File: config.mk
export PLATFORM = sky130hd
export DESIGN_NAME = icp_timer
export DESIGN_NICKNAME = d
export VERILOG_FILES = /design/src/icp_pkg.sv /design/src/icp_timer.sv /design/src/icp_strobe_sync.sv
export VERILOG_INCLUDE_DIRS = /design/src /design/src/src
export SDC_FILE = /design/constraint.sdc
export NUM_CORES = 1
export LEC_CHECK = 0
export BUFFER_PORTS_ARGS = -buffer_cell sky130_fd_sc_hd__buf_2
export CAP_MARGIN = 20
export CORE_ASPECT_RATIO = 1.25
export CORE_MARGIN = 2
export CORE_UTILIZATION = 40
export DETAILED_ROUTE_END_ITERATION = 6
export GPL_TIMING_DRIVEN = 0
export HOLD_SLACK_MARGIN = 0.1
export PLACE_DENSITY_LB_ADDON = 0.05
export SETUP_SLACK_MARGIN = 0.05
export SLEW_MARGIN = 20
export SYNTH_ARGS = -nofsm -noshare
export SYNTH_HDL_FRONTEND = slang
export SYNTH_SLANG_ARGS = --single-unit
File: constraint.sdc
create_clock -name mclk_in -period 2.37 [get_ports mclk_in]
set_input_delay 0.474 -clock mclk_in [delete_from_list [all_inputs] [get_ports mclk_in]]
set_output_delay 0.474 -clock mclk_in [all_outputs]
set_load 0.01 [all_outputs]
File: src/icp_map.svh
`ifndef ICP_MAP_SVH
`define ICP_MAP_SVH

// register byte offsets
`define ICP_OFF_CTRL 12'h000
`define ICP_OFF_CMP0 12'h004
`define ICP_OFF_CMP1 12'h008
`define ICP_OFF_STAT 12'h00C

// control register bit positions
`define ICP_B_EN 0
`define ICP_B_MODE 1
`define ICP_B_RMT 2
`define ICP_B_NRZB 3
`define ICP_B_NRZ 4

// status register bit positions
`define ICP_B_SEL 8
`define ICP_B_CAR 9
`define ICP_B_OUT 10

// reset values
`define ICP_RST_CMP 8'h00
`define ICP_RST_CNT 8'h00
`define ICP_RST_WORD 32'h0000_0000

// timing counts in count clocks
`define ICP_AGE_MIN 2'h3
`define ICP_XFER_TICKS 2'h2

`endif

File: src/icp_pkg.sv
package icp_pkg;

  typedef enum logic [1:0] {
    ICP_IDLE,
    ICP_MASK,
    ICP_RUN
  } icp_phase_t;

  typedef struct packed {
    logic psel;
    logic penable;
    logic pwrite;
    logic [11:0] paddr;
    logic [31:0] pwdata;
  } icp_apb_t;

  typedef struct packed {
    icp_phase_t phase;
    logic [7:0] cnt;
    logic sel;
    logic carrier;
    logic gate;
    logic out;
    logic irq;
    logic [7:0] cmp0;
    logic [7:0] cmp1;
    logic [7:0] cmp1_buf;
    logic pend;
    logic [1:0] age;
    logic en;
    logic mode;
    logic remote;
    logic nrzb;
    logic nrz;
    logic pready;
    logic pslverr;
    logic [31:0] prdata;
  } icp_state_t;

  typedef struct packed {
    logic s1;
    logic s2;
    logic s3;
    logic pend;
    logic strobe;
    logic [1:0] tcnt;
    logic xfer;
  } icp_sync_t;

endpackage

File: src/icp_timer.sv
// What this block does
// - start masks first count clock, output inactive
// - running duty writes buffered, moved after three
// - cycle match clears, output active, interrupt
// - duty match drives inactive, no clear
// - disable restores interrupt and output defaults
// - carrier unit: low then high width
// - output low, high, or carrier per bits
// - buffered enable writable, active enable read-only
// - companion interrupt resynchronised as transfer strobe
// - transfer on second count clock after strobe
// - carrier compares alternate, each match interrupts
// - carrier reaches pin from first low after active set to first low after clear
// - carrier period N+M+2, high M+1
// - disabling ends a carrier high phase at once
//
// Decided for this implementation: the address map and the APB interface to the registers.
`timescale 1ns/1ps
`include "icp_map.svh"

module icp_timer #(
  parameter bit CARRIER_UNIT = 1'b1,
  parameter int ADDR_W = 12
) (
  input wire logic mclk_in,
  input wire logic nrst_in,
  input wire logic psel_in,
  input wire logic penable_in,
  input wire logic pwrite_in,
  input wire logic [ADDR_W-1:0] paddr_in,
  input wire logic [31:0] pwdata_in,
  output logic [31:0] prdata_out,
  output logic pready_out,
  output logic pslverr_out,
  input wire logic count_tick_in,
  input wire logic companion_irq_in,
  output logic timer_output_out,
  output logic timer_match_irq_out
);

  // ---------------------------------------------------------------
  // elaboration checks
  // ---------------------------------------------------------------
  generate
    if (ADDR_W < 4 || ADDR_W > 12) begin : g_bad_addr
      $error("icp_timer: ADDR_W must lie between 4 and 12");
    end
    if (`ICP_XFER_TICKS == 0 || `ICP_AGE_MIN == 0) begin : g_bad_map
      $error("icp_timer: timing counts must be nonzero");
    end
  endgenerate

  // ---------------------------------------------------------------
  // declarations
  // ---------------------------------------------------------------
  icp_pkg::icp_state_t st_ff;
  icp_pkg::icp_state_t nxt_st;
  icp_pkg::icp_apb_t bus;
  logic synced_transfer_strobe;
  logic transfer_pulse;
  logic bus_done;
  logic wr_ctrl;
  logic wr_cmp0;
  logic wr_cmp1;
  logic carrier_mode;
  logic running;
  logic [7:0] cmp_cur;
  logic hit;

  function automatic logic addr_is(input logic [11:0] a,
                                   input logic [11:0] off);
    addr_is = (a[11:2] == off[11:2]);
  endfunction

  // word index of a register offset, for the read decode
  function automatic logic [9:0] word_idx(input logic [11:0] off);
    word_idx = off[11:2];
  endfunction

  // ---------------------------------------------------------------
  // strobe resynchroniser
  // ---------------------------------------------------------------
  icp_strobe_sync u_sync (
    .mclk_in(mclk_in),
    .nrst_in(nrst_in),
    .companion_irq_in(companion_irq_in),
    .count_tick_in(count_tick_in),
    .synced_transfer_strobe_out(synced_transfer_strobe),
    .transfer_pulse_out(transfer_pulse)
  );

  // ---------------------------------------------------------------
  // bus decode
  // ---------------------------------------------------------------
  always_comb begin
    bus.psel = psel_in;
    bus.penable = penable_in;
    bus.pwrite = pwrite_in;
    bus.paddr = 12'(paddr_in);
    bus.pwdata = pwdata_in;
  end

  assign bus_done = bus.psel & bus.penable & st_ff.pready;
  assign wr_ctrl = bus_done & bus.pwrite &
                   addr_is(bus.paddr, `ICP_OFF_CTRL);
  assign wr_cmp0 = bus_done & bus.pwrite &
                   addr_is(bus.paddr, `ICP_OFF_CMP0);
  assign wr_cmp1 = bus_done & bus.pwrite &
                   addr_is(bus.paddr, `ICP_OFF_CMP1);
  // carrier only on the carrier unit
  assign carrier_mode = st_ff.mode & CARRIER_UNIT;
  assign running = (st_ff.phase != icp_pkg::ICP_IDLE);
  // low width first, then high width
  assign cmp_cur = st_ff.sel ? st_ff.cmp1 : st_ff.cmp0;
  assign hit = (st_ff.cnt == cmp_cur);

  // ---------------------------------------------------------------
  // next state
  // ---------------------------------------------------------------
  always_comb begin
    nxt_st = st_ff;

    // -------------------------------------------------------------
    // register read
    // -------------------------------------------------------------
    // answer is registered so the read mux never sits in a bus path
    // apb slave: one wait state, registered answer
    nxt_st.pready = bus.psel & bus.penable & ~st_ff.pready;
    nxt_st.pslverr = 1'b0;
    nxt_st.prdata = `ICP_RST_WORD;
    if (bus.psel & bus.penable & ~st_ff.pready) begin
      case (bus.paddr[11:2])
        word_idx(`ICP_OFF_CTRL): begin
          nxt_st.prdata[`ICP_B_EN] = st_ff.en;
          nxt_st.prdata[`ICP_B_MODE] = st_ff.mode;
          nxt_st.prdata[`ICP_B_RMT] = st_ff.remote;
          nxt_st.prdata[`ICP_B_NRZB] = st_ff.nrzb;
          nxt_st.prdata[`ICP_B_NRZ] = st_ff.nrz;
        end
        word_idx(`ICP_OFF_CMP0): begin
          nxt_st.prdata[7:0] = st_ff.cmp0;
        end
        word_idx(`ICP_OFF_CMP1): begin
          nxt_st.prdata[7:0] = st_ff.pend ? st_ff.cmp1_buf : st_ff.cmp1;
        end
        word_idx(`ICP_OFF_STAT): begin
          nxt_st.prdata[7:0] = st_ff.cnt;
          nxt_st.prdata[`ICP_B_SEL] = st_ff.sel;
          nxt_st.prdata[`ICP_B_CAR] = st_ff.carrier;
          nxt_st.prdata[`ICP_B_OUT] = st_ff.out;
        end
        default: begin
          nxt_st.pslverr = 1'b1;
        end
      endcase
    end

    // -------------------------------------------------------------
    // register writes
    // -------------------------------------------------------------
    // control register
    if (wr_ctrl) begin
      nxt_st.en = bus.pwdata[`ICP_B_EN];
      nxt_st.mode = bus.pwdata[`ICP_B_MODE];
      nxt_st.remote = bus.pwdata[`ICP_B_RMT];
      // only the buffered enable is writable
      nxt_st.nrzb = bus.pwdata[`ICP_B_NRZB];
    end
    if (wr_cmp0) begin
      nxt_st.cmp0 = bus.pwdata[7:0];
    end

    // -------------------------------------------------------------
    // duty and high width buffer
    // -------------------------------------------------------------
    // age saturates so a long wait never wraps back to too young
    // buffer a running duty or high width write
    if (count_tick_in && st_ff.pend && st_ff.age != `ICP_AGE_MIN) begin
      nxt_st.age = st_ff.age + 2'h1;
    end
    if (wr_cmp1) begin
      if (running) begin
        nxt_st.cmp1_buf = bus.pwdata[7:0];
        nxt_st.pend = 1'b1;
        nxt_st.age = 2'h0;
      end else begin
        nxt_st.cmp1 = bus.pwdata[7:0];
        nxt_st.cmp1_buf = bus.pwdata[7:0];
        nxt_st.pend = 1'b0;
      end
    end

    // -------------------------------------------------------------
    // enable transfer
    // -------------------------------------------------------------
    // master bit loaded from slave bit
    if (transfer_pulse & carrier_mode & running) begin
      nxt_st.nrz = st_ff.nrzb;
    end

    // -------------------------------------------------------------
    // count engine
    // -------------------------------------------------------------
    nxt_st.irq = st_ff.irq;
    case (st_ff.phase)
      icp_pkg::ICP_IDLE: begin
        nxt_st.cnt = `ICP_RST_CNT;
        nxt_st.sel = 1'b0;
        nxt_st.carrier = 1'b0;
        nxt_st.irq = 1'b0;
        if (st_ff.en) begin
          nxt_st.phase = icp_pkg::ICP_MASK;
        end
      end
      icp_pkg::ICP_MASK: begin
        if (count_tick_in) begin
          nxt_st.phase = icp_pkg::ICP_RUN;
        end
      end
      icp_pkg::ICP_RUN: begin
        if (count_tick_in) begin
          nxt_st.irq = 1'b0;
          nxt_st.cnt = st_ff.cnt + 8'h01;
          if (hit) begin
            nxt_st.sel = ~st_ff.sel;
            if (carrier_mode) begin
              nxt_st.cnt = `ICP_RST_CNT;
              nxt_st.irq = 1'b1;
              // toggle gives N+1 low, M+1 high
              nxt_st.carrier = ~st_ff.carrier;
            end else if (!st_ff.sel) begin
              nxt_st.cnt = `ICP_RST_CNT;
              nxt_st.irq = 1'b1;
            end
            // transfer only at old value match
            if (st_ff.sel && st_ff.pend && !wr_cmp1 &&
                st_ff.age == `ICP_AGE_MIN) begin
              nxt_st.cmp1 = st_ff.cmp1_buf;
              nxt_st.pend = 1'b0;
            end
          end
        end
      end
      default: begin
        nxt_st.phase = icp_pkg::ICP_IDLE;
      end
    endcase

    // -------------------------------------------------------------
    // stop
    // -------------------------------------------------------------
    // stop restores defaults at once
    if (!st_ff.en) begin
      nxt_st.phase = icp_pkg::ICP_IDLE;
      nxt_st.irq = 1'b0;
      nxt_st.cnt = `ICP_RST_CNT;
      nxt_st.sel = 1'b0;
      nxt_st.carrier = 1'b0;
      nxt_st.nrz = 1'b0;
    end

    // -------------------------------------------------------------
    // carrier gate
    // -------------------------------------------------------------
    // gate moves only while carrier is low, so no runt pulses
    // gate opens on low carrier, closes only when low
    if (nxt_st.nrz) begin
      nxt_st.gate = st_ff.gate | ~nxt_st.carrier;
    end else begin
      nxt_st.gate = st_ff.gate & nxt_st.carrier;
    end

    // -------------------------------------------------------------
    // output pin
    // -------------------------------------------------------------
    if (carrier_mode) begin
      if (!nxt_st.remote) begin
        nxt_st.out = nxt_st.nrz;
      end else begin
        // carrier passes only through open gate
        nxt_st.out = nxt_st.gate & nxt_st.carrier;
      end
    end else if (nxt_st.phase != icp_pkg::ICP_RUN) begin
      nxt_st.out = 1'b0;
    end else if (st_ff.phase == icp_pkg::ICP_RUN && count_tick_in &&
                 hit) begin
      // active at cycle match, inactive at duty
      nxt_st.out = ~st_ff.sel;
    end
  end

  // ---------------------------------------------------------------
  // state register
  // ---------------------------------------------------------------
  always_ff @(posedge mclk_in or negedge nrst_in) begin
    if (!nrst_in) begin
      st_ff <= '{
        phase: icp_pkg::ICP_IDLE,
        cnt: `ICP_RST_CNT,
        cmp0: `ICP_RST_CMP,
        cmp1: `ICP_RST_CMP,
        cmp1_buf: `ICP_RST_CMP,
        prdata: `ICP_RST_WORD,
        default: '0
      };
    end else begin
      st_ff <= nxt_st;
    end
  end

  // ---------------------------------------------------------------
  // outputs
  // ---------------------------------------------------------------
  assign prdata_out = st_ff.prdata;
  assign pready_out = st_ff.pready;
  assign pslverr_out = st_ff.pslverr;
  assign timer_output_out = st_ff.out;
  assign timer_match_irq_out = st_ff.irq;

endmodule // icp_timer

File: src/icp_strobe_sync.sv
`timescale 1ns/1ps
`include "icp_map.svh"

module icp_strobe_sync (
  input wire logic mclk_in,
  input wire logic nrst_in,
  input wire logic companion_irq_in,
  input wire logic count_tick_in,
  output logic synced_transfer_strobe_out,
  output logic transfer_pulse_out
);

  icp_pkg::icp_sync_t st_ff;
  icp_pkg::icp_sync_t nxt_st;
  logic edge_seen;

  always_comb begin
    nxt_st = st_ff;
    nxt_st.s1 = companion_irq_in;
    nxt_st.s2 = st_ff.s1;
    nxt_st.s3 = st_ff.s2;
    nxt_st.xfer = 1'b0;
    edge_seen = st_ff.s2 & ~st_ff.s3;
    if (count_tick_in) begin
      nxt_st.strobe = st_ff.pend | edge_seen;
      nxt_st.pend = 1'b0;
      if (st_ff.pend | edge_seen) begin
        nxt_st.tcnt = 2'h1;
      end else if (st_ff.tcnt == `ICP_XFER_TICKS) begin
        nxt_st.xfer = 1'b1;
        nxt_st.tcnt = 2'h0;
      end else if (st_ff.tcnt != 2'h0) begin
        nxt_st.tcnt = st_ff.tcnt + 2'h1;
      end
    end else if (edge_seen) begin
      nxt_st.pend = 1'b1;
    end
  end

  always_ff @(posedge mclk_in or negedge nrst_in) begin
    if (!nrst_in) begin
      st_ff <= '0;
    end else begin
      st_ff <= nxt_st;
    end
  end

  assign synced_transfer_strobe_out = st_ff.strobe;
  assign transfer_pulse_out = st_ff.xfer;

endmodule // icp_strobe_sync

==> metrics.md <==
| Metric | Value |
|---|---|
| EDFF count, synth | `0` |
| Yosys top cell by area | `dfrtp_1` |
| Max clock buf depth | `2` |
| Final antenna-violating net count | `0` |
| Max H-tree Level | `3` |
| Vias in the first global route | `2,547` |
| Yosys reg bits | `67` |
| Fmax | `0.381 GHz` |
| Wire length per cell | `15.9 µm` |
| Final Setup Violations | `10` |
| Final Wtd Congestion | `0.784` |
| Via count | `2,704` |
| Synthesized area per cell | `10.6 µm²` |
| Hold Vio Cnt, Final | `0` |
| CTS tree | `yes` |
| Area growth syn-to-layout | `26.4%` |
| Slew @ Worst Pin | `0.658 ns` |
| Register area share after synthesis | `47.0%` |
| Period utilization | `111%` |
| Tmin final | `2.63 ns` |
| Critical path origin | `st_ff[70]$_DFFE_PN0P_` |
| Die H | `110 µm` |
| CTS Buf Count | `9` |
| Initial antenna violation count | `0` |
| Final std cells w/o fill | `543` |
| Ratio of cells with drive above 1 in the final layout | `37.4%` |
| Worst setup SP type | `flip-flop` |
| First-pass GRT wire length | `13.6 mm` |
| Die W | `88.5 µm` |
| WP data required | `2.61 ns` |
| Vias per inst | `4.98` |
| Total Nets Final | `471` |
| Worst Path Max Fanout | `6` |
| Wirelength, routed | `8.65 mm` |
| Worst vdd ir | `0.384 mV` |
| DP Cell Count | `514` |
| Top_reg_cell synth | `dfrtp_1` |
| Pwr dens | `495 nW/µm²` |
| Max Cap Violations | `0` |
| Tot Pwr | `2230 µW` |
| Crit path capture type | `flip-flop` |
| Die area | `9690 µm²` |
| CTS sink cnt | `67` |
| Pin count of the biggest net entering global routing | `50` |
| Count leader, synth | `dfrtp_1` |
| Total grt overflow | `0` |
| DR pass1 iterations | `4` |
| DRC | `0` |
| Pins Over Slew Limit | `0` |
| Clock-pin slew on the worst setup and hold paths | `0.08 ns` |
| Inserted Diodes | `0` |
| P_leak | `0.00223 µW` |
| RR Startpoint | `st_ff[70]$_DFFE_PN0P_` |
| Area of the core | `8650 µm²` |
| Failing checks | `setup timing` |
| DP Wirelength | `6.02 mm` |
| Arrival @ worst endpoint | `2.87 ns` |
| Worst min path class | `input pin to flip-flop` |
| Hold WS | `0.224 ns` |
| Clock skew | `0.00907 ns` |
| Post-synthesis cell area | `3570 µm²` |
| RSZ-0062 raised after global routing | `yes` |
| Root buf cell | `clkbuf_8` |
| Outcome | `finished, violations left` |
| Crit Path Class | `flip-flop to flip-flop` |
| Initial Util | `41.2%` |
| Worst Slack Setup Final | `-0.256 ns` |
| I/O pins | `87` |
| Initial detailed-routing violation count | `108` |
| Synthesized instance count | `335` |
| Clk Latency, worst-skew pair | `0.36 ns` |
| Total GRT Usage | `19.1%` |
| Synth warnings | `0` |
| Synth top area share | `47.0%` |
| Post-synthesis async set-or-reset flop share | `100%` |
| Synth cell types | `48` |
| Relative slew slack | `56.2%` |
| Synth cell count leaders | `67 x dfrtp_1, 38 x nand2_1, 33 x mux2_2` |
| Hold_sp | `companion_irq_in` |
| Row count | `38` |
| Ranking of synthesized cells by area | `dfrtp_1 47%, mux2_2 10%, buf_4 6.7%, mux2i_1 5.6%, nand2_1 4.0%` |
| # port buffers | `38` |
-- layout make-up --
type	instances	area (µm²)
well taps	120	150
clock buffers	9	124
flip-flops and latches	67	1680
clock inverters	7	68.8
fillers	841	4140
plain buffers	46	330
inverters	3	11.3
multi-input cells	239	1820
repair buffers	52	332
-- cell usage in the layout, fill, tap and decap left out, types with 3 or more instances in the layout --
cell	n
a21oi_1	3
a22o_1	4
a22oi_1	8
and3_1	4
buf_2	37
buf_4	42
buf_6	4
clkbuf_1	9
clkbuf_8	9
clkinv_2	3
conb_1	21
dfrtp_1	67
inv_1	3
mux2_2	25
mux2_4	9
mux2i_1	17
mux2i_4	3
nand2_1	37
nand3_1	11
nand4_1	3
nor2_1	21
nor2b_1	6
o21a_1	3
o21ai_0	10
o2bb2ai_1	5
xnor2_1	5
xnor2_2	3
-- routing by layer --
| layer | GRT usage [%] | up-vias | routed length (µm) |
|---|---|---|---|
| met2 | 30.7 | 79 | 4290 |
| met4 | 8.12 | 0 | 164 |
| met3 | 2.55 | 13 | 383 |
| met5 | 0 | - | 0 |
| met1 | 25.8 | 1307 | 3810 |
| li1 | - | 1305 | - |
-- metrics by stage --
| step | utilization (%) | setup TNS, ns | area [µm²] | setup WS (ns) |
|---|---|---|---|---|
| detailed placement | 46.5 | -13.42 | 4020 | -0.727 |
| floorplan | - | -0.353 | 3650 | -0.0874 |
| finish | 52.1 | -2.04 | 4510 | -0.256 |
| CTS | 51.8 | -2.15 | 4480 | -0.243 |
| global route | 52.1 | -2.95 | 4510 | -0.304 |
| global placement | 46.1 | -13.56 | 3990 | -0.744 |
-- cell families after synthesis --
group           Yosys count  synth area share [%]
compound gates           44                  8.59
xor+xnor                 10                  2.46
fa+ha+maj                 2                 0.701
buf+inv                  49                  9.05
flops                    67                  47.0
mux                      54                  16.3
other cells               1                 0.105
simple gates            108                  15.7
-- state kept, by name (all words and copies together), names as in the netlist, named ones only --
signal / cells
timer_output_out: 1
carrier_mode: 1
timer_match_irq_out: 1
pready_out: 1
pslverr_out: 1
u_sync.transfer_pulse_out: 1
prdata_out: 11
st_ff: 43
u_sync.st_ff: 4
u_sync.nxt_st: 2
-- power by group --
group          total [µW]  switching (µW)  internal, µW
clock network         932             451           481
registers            1160            5.58          1150
logic                 139            80.9          58.0
-- worst max-delay path: stages, from the launching register on --
cell	delay [ns]
dfrtp_1	0.34
buf_6	0.16
mux2i_4	0.30
xnor2_2	0.11
or4_4	0.57
or4_4	0.56
a21oi_4	0.16
mux2_4	0.31
-- path summary, 6_finish.rpt --
| path | to | slack (ns) | cells past startpoint |
|---|---|---|---|
| max reg2reg | flip-flop | -0.26 | 7 |
| max in group asynchronous | prdata_out[2]$_DFF_PN0_ | 1.31 | 3 |
| min | u_sync.nxt_st[6]$_DFF_PN0_ | 0.22 | 1 |
| max | flip-flop | -0.26 | 7 |
| min reg2reg | u_sync.nxt_st[5]$_DFF_PN0_ | 0.35 | 0 |
| min in group asynchronous | st_ff[34]$_DFF_PN0_ | 0.54 | 2 |
-- repair_timing --
item                       in CTS  in global routing
resized for setup              33                  9
gates cloned                    1                  0
setup endpoints to repair      30                 29
pin swaps                       9                  5
buffers inserted               10                  1
hold buffers                    1                  0
hold endpoints to repair       18                  0
No activity file was read; power rests on OpenSTA's default activity.
